## src/design/lpsr_regs.svh

```systemverilog
// Purpose: Named constants for the latched parallel-in serial-out shifter
// Assumes: Included by its bare name
// Notes: Definitions only
`ifndef LPSR_REGS_SVH
`define LPSR_REGS_SVH
`define LPSR_WIDTH 8
`define LPSR_FIFO_DEPTH 8
`define LPSR_ZERO8 8'h00
`define LPSR_ZERO3 3'h0
`define LPSR_ZERO4 4'h0
`define LPSR_LAST 7
`endif

```

## src/design/lpsr_pkg.sv

```systemverilog
// Purpose: Types shared by the shifter files
// Assumes: Constants come from lpsr_regs.svh
// Notes: Pin inputs travel as one struct
`include "lpsr_regs.svh"
package lpsr_pkg;
	typedef struct packed {
		logic [`LPSR_WIDTH-1:0] par;
		logic ser;
		logic mode_shift;
		logic latch_clk;
		logic shift_clk;
		logic oe_n;
	} lpsr_pins_t;
endpackage

```

## src/design/lpsr_top.sv

```systemverilog
// Purpose: Latched parallel-in serial-out shift register with three-state output
// Assumes: Pins are asynchronous to mclk; edges are seen after synchronising
// Notes: Pin samples pass an 8-word FIFO before latch and shift register act on them; oe_n bypasses it
// Operation
// - Latch captures parallel pins on latch edge
// - Shift mode edge loads serial, moves stages
// - Load mode ignores the serial input
// - Shift mode changes register only on edges
// - Load mode copies latch into register continuously
// - Last stage leaves, replaced by previous stage
// - Enable high floats output, low drives it
// - Enable never touches latch or register
// - Output shows final register stage
// - Load mode latch edge fills both stores
// - Shift mode simultaneous edges latch and shift together
// - No edges in shift mode, latch and register hold
`timescale 1ns/1ps
`include "lpsr_regs.svh"

module lpsr_fifo #(
	parameter int WIDTH = 13,
	parameter int DEPTH = `LPSR_FIFO_DEPTH
) (
	input wire logic mclk,
	input wire logic rst,
	input wire logic in_valid,
	output logic in_ready,
	input wire logic [WIDTH-1:0] in_data,
	output logic out_valid,
	input wire logic out_ready,
	output logic [WIDTH-1:0] out_data
);
	localparam int AW = $clog2(DEPTH);
	logic [WIDTH-1:0] mem_q [DEPTH];
	logic [AW-1:0] wr_q;
	logic [AW-1:0] rd_q;
	logic [AW:0] cnt_q;
	logic push;
	logic pop;
	assign in_ready = cnt_q != (AW + 1)'(DEPTH);
	assign out_valid = cnt_q != '0;
	assign out_data = mem_q[rd_q];
	assign push = in_valid && in_ready;
	assign pop = out_valid && out_ready;
	always_ff @(posedge mclk) begin
		if (push) begin
			mem_q[wr_q] <= in_data;
		end
	end
	always_ff @(posedge mclk or posedge rst) begin
		if (rst) begin
			wr_q <= '0;
			rd_q <= '0;
			cnt_q <= '0;
		end else begin
			if (push) begin
				wr_q <= (32'(wr_q) == DEPTH - 1) ? '0 : AW'(wr_q + 1'b1);
			end
			if (pop) begin
				rd_q <= (32'(rd_q) == DEPTH - 1) ? '0 : AW'(rd_q + 1'b1);
			end
			cnt_q <= (AW + 1)'(cnt_q + (AW + 1)'(push) - (AW + 1)'(pop));
		end
	end

	////////////////////////////////////////////////////////////////////////
	fifo_bound_a: assert property (@(posedge mclk) disable iff (rst)
		32'(cnt_q) <= DEPTH)
		else $error("fifo count past depth");

	fifo_push_a: assert property (@(posedge mclk) disable iff (rst)
		(push && !pop) |=> 32'(cnt_q) == 32'($past(cnt_q)) + 1)
		else $error("fifo push not counted");

	fifo_pop_a: assert property (@(posedge mclk) disable iff (rst)
		(pop && !push) |=> 32'(cnt_q) == 32'($past(cnt_q)) - 1)
		else $error("fifo pop not counted");

	fifo_hold_a: assert property (@(posedge mclk) disable iff (rst)
		(push == pop) |=> $stable(cnt_q))
		else $error("fifo count drifted");

	fifo_first_a: assert property (@(posedge mclk) disable iff (rst)
		(push && !out_valid) |=> out_data == $past(in_data))
		else $error("fifo head not first word");
endmodule

////////////////////////////////////////////////////////////////////////////////

module lpsr_top
	import lpsr_pkg::*;
(
	input wire logic mclk,
	input wire logic rst,
	input wire lpsr_pkg::lpsr_pins_t pins,
	output logic ser_out,
	output logic ser_out_oe,
	output logic [`LPSR_WIDTH-1:0] latch_stage_content,
	output logic [`LPSR_WIDTH-1:0] shift_stage_content,
	output logic loaded,
	output logic overrun
);
	localparam int PW = $bits(lpsr_pins_t);
	lpsr_pins_t s1_q;
	lpsr_pins_t s2_q;
	lpsr_pins_t s3_q;
	lpsr_pins_t stable_q;
	logic changed;
	logic ff_ready;
	logic ff_valid;
	lpsr_pins_t ff_data;
	lpsr_pins_t prev_q;
	logic [`LPSR_WIDTH-1:0] latch_q;
	logic [`LPSR_WIDTH-1:0] shreg_q;
	logic lat_edge;
	logic sh_edge;

	////////////////////////////////////////////////////////////////////////
	// Three-stage synchroniser, accept a change once stages two and three agree
	always_ff @(posedge mclk or posedge rst) begin
		if (rst) begin
			s1_q <= '0;
			s2_q <= '0;
			s3_q <= '0;
			stable_q <= '1;
		end else begin
			s1_q <= pins;
			s2_q <= s1_q;
			s3_q <= s2_q;
			if (s2_q == s3_q) begin
				stable_q <= s3_q;
			end
		end
	end
	assign changed = (s2_q == s3_q) && (s3_q != stable_q);

	sync_hold_a: assert property (@(posedge mclk) disable iff (rst)
		(s2_q != s3_q) |=> $stable(stable_q))
		else $error("pin change taken before settling");

	lpsr_fifo #(.WIDTH(PW), .DEPTH(`LPSR_FIFO_DEPTH)) u_fifo (
		.mclk(mclk),
		.rst(rst),
		.in_valid(changed),
		.in_ready(ff_ready),
		.in_data(s3_q),
		.out_valid(ff_valid),
		.out_ready(1'b1),
		.out_data(ff_data)
	);

	always_ff @(posedge mclk or posedge rst) begin
		if (rst) begin
			overrun <= 1'b0;
		end else if (changed && !ff_ready) begin
			overrun <= 1'b1;
		end
	end

	sync_push_a: assert property (@(posedge mclk) disable iff (rst)
		changed |-> ff_ready)
		else $error("pin change dropped");

	////////////////////////////////////////////////////////////////////////
	// Edge detect on dequeued pin snapshots
	always_ff @(posedge mclk or posedge rst) begin
		if (rst) begin
			prev_q <= '1;
		end else if (ff_valid) begin
			prev_q <= ff_data;
		end
	end
	assign lat_edge = ff_valid && ff_data.latch_clk && !prev_q.latch_clk;
	assign sh_edge = ff_valid && ff_data.shift_clk && !prev_q.shift_clk;

	////////////////////////////////////////////////////////////////////////
	// Latch; oe_n plays no part here
	always_ff @(posedge mclk or posedge rst) begin
		if (rst) begin
			latch_q <= `LPSR_ZERO8;
		end else if (lat_edge) begin
			latch_q <= ff_data.par;
		end
	end

	latch_hold_a: assert property (@(posedge mclk) disable iff (rst)
		!lat_edge |=> $stable(latch_q))
		else $error("latch changed without edge");

	////////////////////////////////////////////////////////////////////////
	// Shift register
	always_ff @(posedge mclk or posedge rst) begin
		if (rst) begin
			shreg_q <= `LPSR_ZERO8;
		end else if (ff_valid && !ff_data.mode_shift) begin
			// Load mode: transparent from latch, serial pin unused
			shreg_q <= lat_edge ? ff_data.par : latch_q;
		end else if (sh_edge) begin
			shreg_q <= {shreg_q[`LPSR_LAST-1:0], ff_data.ser};
		end else if (!ff_valid && !prev_q.mode_shift) begin
			shreg_q <= latch_q;
		end
	end

	shift_out_a: assert property (@(posedge mclk) disable iff (rst)
		(sh_edge && ff_data.mode_shift) |=>
			shreg_q[`LPSR_LAST] == $past(shreg_q[`LPSR_LAST-1]))
		else $error("last stage not fed by previous");

	both_edge_a: assert property (@(posedge mclk) disable iff (rst)
		(lat_edge && sh_edge && ff_data.mode_shift) |=>
			latch_q == $past(ff_data.par) &&
			shreg_q == {$past(shreg_q[`LPSR_LAST-1:0]), $past(ff_data.ser)})
		else $error("simultaneous edges lost one");

	load_idle_a: assert property (@(posedge mclk) disable iff (rst)
		(!ff_valid && !prev_q.mode_shift) |=> shreg_q == $past(latch_q))
		else $error("load mode copy stalled");

	level_only_a: assert property (@(posedge mclk) disable iff (rst)
		(ff_valid && ff_data.mode_shift && !lat_edge && !sh_edge) |=>
			$stable(latch_q) && $stable(shreg_q))
		else $error("level change moved data");

	load_out_a: assert property (@(posedge mclk) disable iff (rst)
		(!ff_valid && !prev_q.mode_shift) |=> ##1
			ser_out == $past(latch_q[`LPSR_LAST], 2))
		else $error("output not latch last stage");

	edge_out_a: assert property (@(posedge mclk) disable iff (rst)
		(lat_edge && !ff_data.mode_shift) |=> ##1
			ser_out == $past(ff_data.par[`LPSR_LAST], 2))
		else $error("output not last parallel bit");

	always_ff @(posedge mclk or posedge rst) begin
		if (rst) begin
			loaded <= 1'b0;
		end else if (ff_valid && !ff_data.mode_shift) begin
			loaded <= 1'b1;
		end
	end

	loaded_set_a: assert property (@(posedge mclk) disable iff (rst)
		(ff_valid && !ff_data.mode_shift) |=> loaded)
		else $error("load not flagged");

	loaded_keep_a: assert property (@(posedge mclk) disable iff (rst)
		loaded |=> loaded)
		else $error("load flag dropped");

	////////////////////////////////////////////////////////////////////////
	// Output driver
	always_ff @(posedge mclk or posedge rst) begin
		if (rst) begin
			ser_out <= 1'b0;
			ser_out_oe <= 1'b0;
		end else begin
			ser_out <= shreg_q[`LPSR_LAST];
			ser_out_oe <= !stable_q.oe_n;
		end
	end

	always_ff @(posedge mclk or posedge rst) begin
		if (rst) begin
			latch_stage_content <= `LPSR_ZERO8;
			shift_stage_content <= `LPSR_ZERO8;
		end else begin
			latch_stage_content <= latch_q;
			shift_stage_content <= shreg_q;
		end
	end

	mirror_out_a: assert property (@(posedge mclk) disable iff (rst)
		1'b1 |=> latch_stage_content == $past(latch_q) &&
			shift_stage_content == $past(shreg_q))
		else $error("store copies lag");

	////////////////////////////////////////////////////////////////////////
	latch_cap_a: assert property (@(posedge mclk) disable iff (rst)
		lat_edge |=> latch_q == $past(ff_data.par))
		else $error("latch missed capture");
	shift_move_a: assert property (@(posedge mclk) disable iff (rst)
		(sh_edge && ff_data.mode_shift) |=>
			shreg_q == {$past(shreg_q[`LPSR_LAST-1:0]), $past(ff_data.ser)})
		else $error("shift wrong");
	load_copy_a: assert property (@(posedge mclk) disable iff (rst)
		(ff_valid && !ff_data.mode_shift && !lat_edge) |=> shreg_q == $past(latch_q))
		else $error("load copy wrong");
	both_load_a: assert property (@(posedge mclk) disable iff (rst)
		(lat_edge && !ff_data.mode_shift) |=>
			shreg_q == $past(ff_data.par) && latch_q == $past(ff_data.par))
		else $error("load edge not in both");
	hold_still_a: assert property (@(posedge mclk) disable iff (rst)
		(!ff_valid && prev_q.mode_shift) |=> $stable(shreg_q) && $stable(latch_q))
		else $error("changed without edge");
	out_last_a: assert property (@(posedge mclk) disable iff (rst)
		1'b1 |=> ser_out == $past(shreg_q[`LPSR_LAST]))
		else $error("output not last stage");
	out_en_a: assert property (@(posedge mclk) disable iff (rst)
		1'b1 |=> ser_out_oe == !$past(stable_q.oe_n))
		else $error("enable wrong");
	shift_only_a: assert property (@(posedge mclk) disable iff (rst)
		(ff_valid && ff_data.mode_shift && !sh_edge) |=> $stable(shreg_q))
		else $error("shift without edge");
	ser_ignore_a: assert property (@(posedge mclk) disable iff (rst)
		(sh_edge && !ff_data.mode_shift && !lat_edge) |=> shreg_q == $past(latch_q))
		else $error("serial leaked");
endmodule

```

## config.mk

```make
export PLATFORM = sky130hd
export DESIGN_NAME = lpsr_top
export DESIGN_NICKNAME = d
export VERILOG_FILES = /design/src/design/lpsr_pkg.sv /design/src/design/lpsr_top.sv
export VERILOG_INCLUDE_DIRS = /design/src /design/src/design
export SDC_FILE = /design/constraint.sdc
export NUM_CORES = 1
export LEC_CHECK = 0
export BUFFER_PORTS_ARGS = -buffer_cell sky130_fd_sc_hd__buf_4
export CORE_MARGIN = 3
export CORE_UTILIZATION = 55
export DETAILED_ROUTE_END_ITERATION = 8
export GPL_TIMING_DRIVEN = 1
export PLACE_DENSITY = 0.75
export SYNTH_ARGS = -nofsm -noshare
export SYNTH_HDL_FRONTEND = slang
export SYNTH_SLANG_ARGS = --single-unit
```

## constraint.sdc

```tcl
create_clock -name mclk -period 3.6 [get_ports mclk]
set_input_delay 0.36 -clock mclk [delete_from_list [all_inputs] [get_ports mclk]]
set_output_delay 0.36 -clock mclk [all_outputs]
set_load 0.005 [all_outputs]
```

* Word-level counts from Yosys, hierarchy flattened
Memory sizes are Yosys's and may differ from the RTL's. Index checks and enable logic that the tools add are counted.
Storage, ports and cells: register bits 101, bits in writable memories 104, input port bits 15, output and inout bits 20, word-level logic and storage cells 74, memories kept 1
Operators by class: $add $sub $neg 4, equality and inequality tests 5, muxes and demuxes 8, reduce and logical (&&, ||, !) cells 18
Memory list:
- u_fifo.mem_q | depth 8, width 13, read ports 1, clocked after Yosys merged registers in 0, wr ports 1, line lpsr_top.sv:34 | logic [WIDTH-1:0] mem_q [DEPTH];
Operator list (number):
- $mux 8 | 4
- $eq 13x13->1 | 1
- $ne 13x13->1 | 1
- $logic_and 1x1->1 | 9
- $logic_not 1->1 | 7
- $add 3x1->3 const B | 2
- $eq 3x3->1 const B | 2
- $mux 3 | 2
- $add 4x1->4 | 1
- $ne 4x4->1 const B | 1
- $reduce_bool 4->1 | 1
- $sub 4x1->4 | 1
- $reduce_bool 3->1 | 1
- $mux 1 | 2

* Depth between registers and ports, before layout
depth after elaboration 6, gate-level depth with buffers 10, gate-level depth less buffers 10

* Modules after synthesis
Synthesis repeated with hierarchy kept, for this count alone.
Second synthesis, totals: cell total of the unflattened synthesis 410, area total of the unflattened synthesis 7777.5 µm²
Modules (own cells, without submodules):
- lpsr_fifo | instances 1, cells an instance 207, area each 4614.4 µm², sequential area each 3373.2 µm²
- lpsr_top | instances 1, cells an instance 203, area each 3163.0 µm², sequential area each 2272.2 µm²

* Worst setup path after synthesis
No wires, ideal clock.
path kind flip-flop to flip-flop, start point register s3_q[8] in the netlist's numbering, end point memory u_fifo.mem_q[4][10], enable pin, library setup time 0.413 ns, data arrival time 2.890 ns, data required time 3.187 ns, setup slack 0.298 ns, cell stages (with the launch flop) 7, buffers on the path 1, period minus slack after synthesis 3.302 ns, path through dfrtp_1 > xor2_1 > nor4_1 > nand4_1 > a221oi_2 > buf_2 > nor4bb_1
On the way: cells in the longest elaborated chain, start to end 5, elaborated cells between the ends (all ways) 6, classes of those cells eq/ne (2); mux (2); reduce/logical (2)
Ends and longest elaborated chain:
- start: declaration | line lpsr_top.sv:106 | lpsr_pins_t s3_q;
- start signal: assignment | line lpsr_top.sv:129 | s3_q <= s2_q;
- $eq 13x13->1 / $ne 13x13->1 (equally long branches) | line lpsr_top.sv:135 | assign changed = (s2_q == s3_q) && (s3_q != stable_q);
- $logic_and 1x1->1 * | line lpsr_top.sv:135
- $logic_and 1x1->1 * | line lpsr_top.sv:43 | assign push = in_valid && in_ready;
- net u_fifo.push | line lpsr_top.sv:38 | logic push;
- $mux 1 * | line lpsr_top.sv:46 | if (push) begin
- $mux 1 (not written as such) * | line lpsr_top.sv:47 | mem_q[wr_q] <= in_data;
- end: declaration | line lpsr_top.sv:34
Mark *: on every way through the listed nets, which the timed path passes. The rest lies on a longest branch.

* Worst setup path after layout
start point register s3_q[3] in the netlist's numbering, end point memory u_fifo.mem_q[2][8], enable pin
On the way: cells in the longest elaborated chain, start to end 5, elaborated cells between the ends (all ways) 6, classes of those cells eq/ne (2); mux (2); reduce/logical (2)
Ends and longest elaborated chain (line):
- $eq 13x13->1 / $ne 13x13->1 (equally long branches) | lpsr_top.sv:135
- $logic_and 1x1->1 * | lpsr_top.sv:135
- $logic_and 1x1->1 * | lpsr_top.sv:43
- $mux 1 * | lpsr_top.sv:46
- $mux 1 (not written as such) * | lpsr_top.sv:47
Mark *: on every way between the ends. The rest lies on a longest branch, timed or not.

==> results.toml <==
[routing]
wl_met1_um = 5040
vias = 3663
drc = 0
wl_met3_um = 483
dr.max_layer_used = "met4"
viasPerCell = 5.51
first_iter_violations = 184
wl_um = 12200
drt_first_pass_iters = 5
wl_met2_um = 6480
ant_nets = 0
wl_per_cell_um = 18.4

[yosys]
seq_area_frac_synth = 0.720
avgSynthCellArea_sq_um = 17.5
synthCells = 430
syn_area_sq_um = 7510
ys_ff_latch = 196
ys_types = 47
synth_warnings = 0
synth_nets = 456

[die]
die_y_um = 123
start_util = 0.565
core-area_sq_um = 13300
die-width_um = 123
rows = 42
top_level_ports = 35
die-area_sq_um = 15100

[clocking]
cts-resized-gates = 0
cts.htree.levels = 4
cts_root_buf = "clkbuf_16"
cts_hold_buf = 0
cts_buffers = 17
path_clk_slew_ps = 70
insertion_delay_ps = 430
post-cts-setup-buffers = 0
cts_tree = "yes"
clockBufferDepth = 2
clock-sinks = 196

[setup_path]
crit_chain = "xor2_1 > nor4_1 > nand4_1 > a221oi_2 > and4bb_1"
critical_path_class = "flop to flop"
worst-path-max-fanout = 12
end_kind = "flop"
crit_slowest_cell = "and4bb_1"
cp_top_family = "simple AND/OR/NAND/NOR gates"
required_ps = 3660
rrSetupSlack_ps = 470
cp_data_arrival_time_ps = 3190
timing.critical_path.buf_inv = 0
cp-start-kind = "flop"
critPathMaxStageDelay_ps = 780

[layout]
area_delta_synth_final_pct = 12.9
utilization = 0.638
antennaDiodeCount = 0
fin_nets = 502
fillers = 954
drive_gt1_frac = 0.274

[grt]
grt_pass1_vias = 3887
grt_usage = 0.181
grt_max_degree = 92
grt_pass1_wl_um = 19900
grt_antenna_before_repair = 0
overflow = 0

[timing]
clock.fmax_mhz = 319
drv_slew = 0
post-route-period-util = 0.871
tightest_slew_ps = 1060
setup_tns_ps = 0
rsz0062_at_grt = "false"
hold_violations = 0
layout_setup_ws_ps = 466
setup_violations = 0
hold_slack_ps = 36.3
worst_slew_margin_rel = 0.297
min_period_ps = 3130
finClkSkew_ps = 5.73

[power]
power_leakage_nw = 3.39
cellPowerDensity_nw_per_um2 = 728
total_power_mw = 6.17
ir_drop_v = 0.000409

[job]
drv_cap = 0

[placed_design]
place_ws_ps = 473
io_buffers = 34
dp_hpwl_um = 8150
gp_congestion = 0.776

[outcome]
status = "finished clean"

[hold_path]
hp-class = "input port to flop"
cell usage after synthesis (all sizes together):
| cell type | count | share of area |
|---|---|---|
| clkbuf | 3 | 0.0015 |
| nand2 | 25 | 0.012 |
| mux4 | 19 | 0.057 |
| mux2 | 24 | 0.036 |
| nand4 | 9 | 0.0075 |
| nor3 | 3 | 0.0020 |
| and2 | 1 | 0.00083 |
| a22oi | 4 | 0.0067 |
| and3 | 9 | 0.0075 |
| dfrtp | 84 | 0.28 |
| and4 | 1 | 0.0012 |
| a31oi | 2 | 0.0017 |
| edfxtp | 96 | 0.38 |
| nand3b | 1 | 0.0010 |
| a31o | 1 | 0.0012 |
| nand3 | 4 | 0.0027 |
| nor2 | 15 | 0.0075 |
| nor4bb | 1 | 0.0013 |
| inv | 12 | 0.0060 |
| dfstp | 16 | 0.056 |
| xnor2 | 9 | 0.010 |
| a211oi | 1 | 0.0010 |
| a221oi | 2 | 0.0032 |
| and3b | 1 | 0.0012 |
| nor4 | 3 | 0.0025 |
| a21o | 2 | 0.0020 |
| mux2i | 13 | 0.017 |
| a2111o | 7 | 0.010 |
| and4b | 3 | 0.0040 |
| nor2b | 4 | 0.0033 |
| fa | 1 | 0.0027 |
| and4bb | 1 | 0.0017 |
| nor3b | 9 | 0.010 |
| a21oi | 4 | 0.0047 |
| nand2b | 1 | 0.00083 |
| buf | 10 | 0.012 |
| xor2 | 19 | 0.022 |
| ha | 10 | 0.017 |
area by class of cell:
| class | instances | area (sq um) | area share |
|---|---|---|---|
| flip-flops and latches | 196 | 5410 | 0.637 |
| multi-input cells | 209 | 1970 | 0.232 |
| clock buffers | 18 | 429 | 0.0506 |
| repair buffers | 40 | 300 | 0.0354 |
| well taps | 176 | 220 | 0.0260 |
| clock inverters | 14 | 113 | 0.0133 |
| inverters | 12 | 47.5 | 0.00561 |
flip-flops by register name, indices dropped and copies added (netlist names), 3 cells and up:
name / flops
u_fifo.rd_q: 3
s1_q: 13
stable_q: 13
s3_q: 13
u_fifo.cnt_q: 4
shreg_q: 8
s2_q: 13
shift_stage_content: 7
latch_stage_content: 8
prev_q: 3
latch_q: 8
u_fifo.wr_q: 3
u_fifo.mem_q: 96
per-stage QoR:
step / std cells / instance area [sq um]
2_1_floorplan: 430 / 7510
3_3_place_gp: 633 / 7940
3_5_place_dp: 633 / 7940
4_1_cts: 665 / 8480
5_1_grt: 665 / 8480
6_report: 665 / 8480
cells in the final DEF, fill, tap and decap left out, drive strengths merged, types with 2 or more instances in the layout:
cell type / netlist / layout
dfrtp: 84 / 84
nand2: 25 / 25
a21o: 2 / 2
clkinvlp: 0 / 4
a22oi: 4 / 4
a31oi: 2 / 2
mux2: 24 / 24
nand4: 9 / 9
nor4: 3 / 3
and4b: 3 / 3
xor2: 19 / 19
nor3: 3 / 3
a221oi: 2 / 2
edfxtp: 96 / 96
inv: 12 / 14
ha: 10 / 10
nand3: 4 / 4
nor2b: 4 / 4
a21oi: 4 / 4
a2111o: 7 / 7
nor3b: 9 / 9
buf: 10 / 40
xnor2: 9 / 9
nor2: 15 / 15
dfstp: 16 / 16
and3: 9 / 9
clkinv: 0 / 7
clkbuf: 3 / 18
mux4: 19 / 19
mux2i: 13 / 13
routing by layer:
layer	global-route usage	up-vias
met2	0.312	84
met5	0	-
met1	0.220	1869
li1	-	1696
met4	0.0763	0
met3	0.0387	14
worst register-to-register path, cell delays in order (launching register included):
cell,delay (ps)
dfrtp_1,500
xor2_1,190
nor4_1,450
nand4_1,210
a221oi_2,640
and4bb_1,780
where the power goes:
part / switching [mW] / internal (mW) / total [mW]
Combinational: 0.773 / 0.791 / 1.56
Clock: 0.775 / 0.945 / 1.72
Sequential: 0.259 / 2.63 / 2.89
kinds of logic (layout without fill, tap and decap cells):
family,count (synthesis),count (layout),synth area share
AOI/OAI and AO/OA,23,23,0.0308
xor gates and xnor gates,28,28,0.0327
adders and majority gates,11,11,0.0193
buffers and inverters,25,84,0.0193
DFF,196,196,0.720
muxes,56,56,0.110
and+or+nand+nor,91,91,0.0680
final timing paths:
path,startpoint,end,cells after the start
worst max-delay path,s3_q[3],u_fifo.mem_q[2][8],5
worst min-delay path,pins[5],s1_q[5],1
worst max register to register,s3_q[3],u_fifo.mem_q[2][8],5
worst min register to register,s1_q[1],s2_q[1],0
max in group asynchronous,rst,s1_q[10],3
min in group asynchronous,rst,overrun,2
No activity file was read; power rests on OpenSTA's default activity.
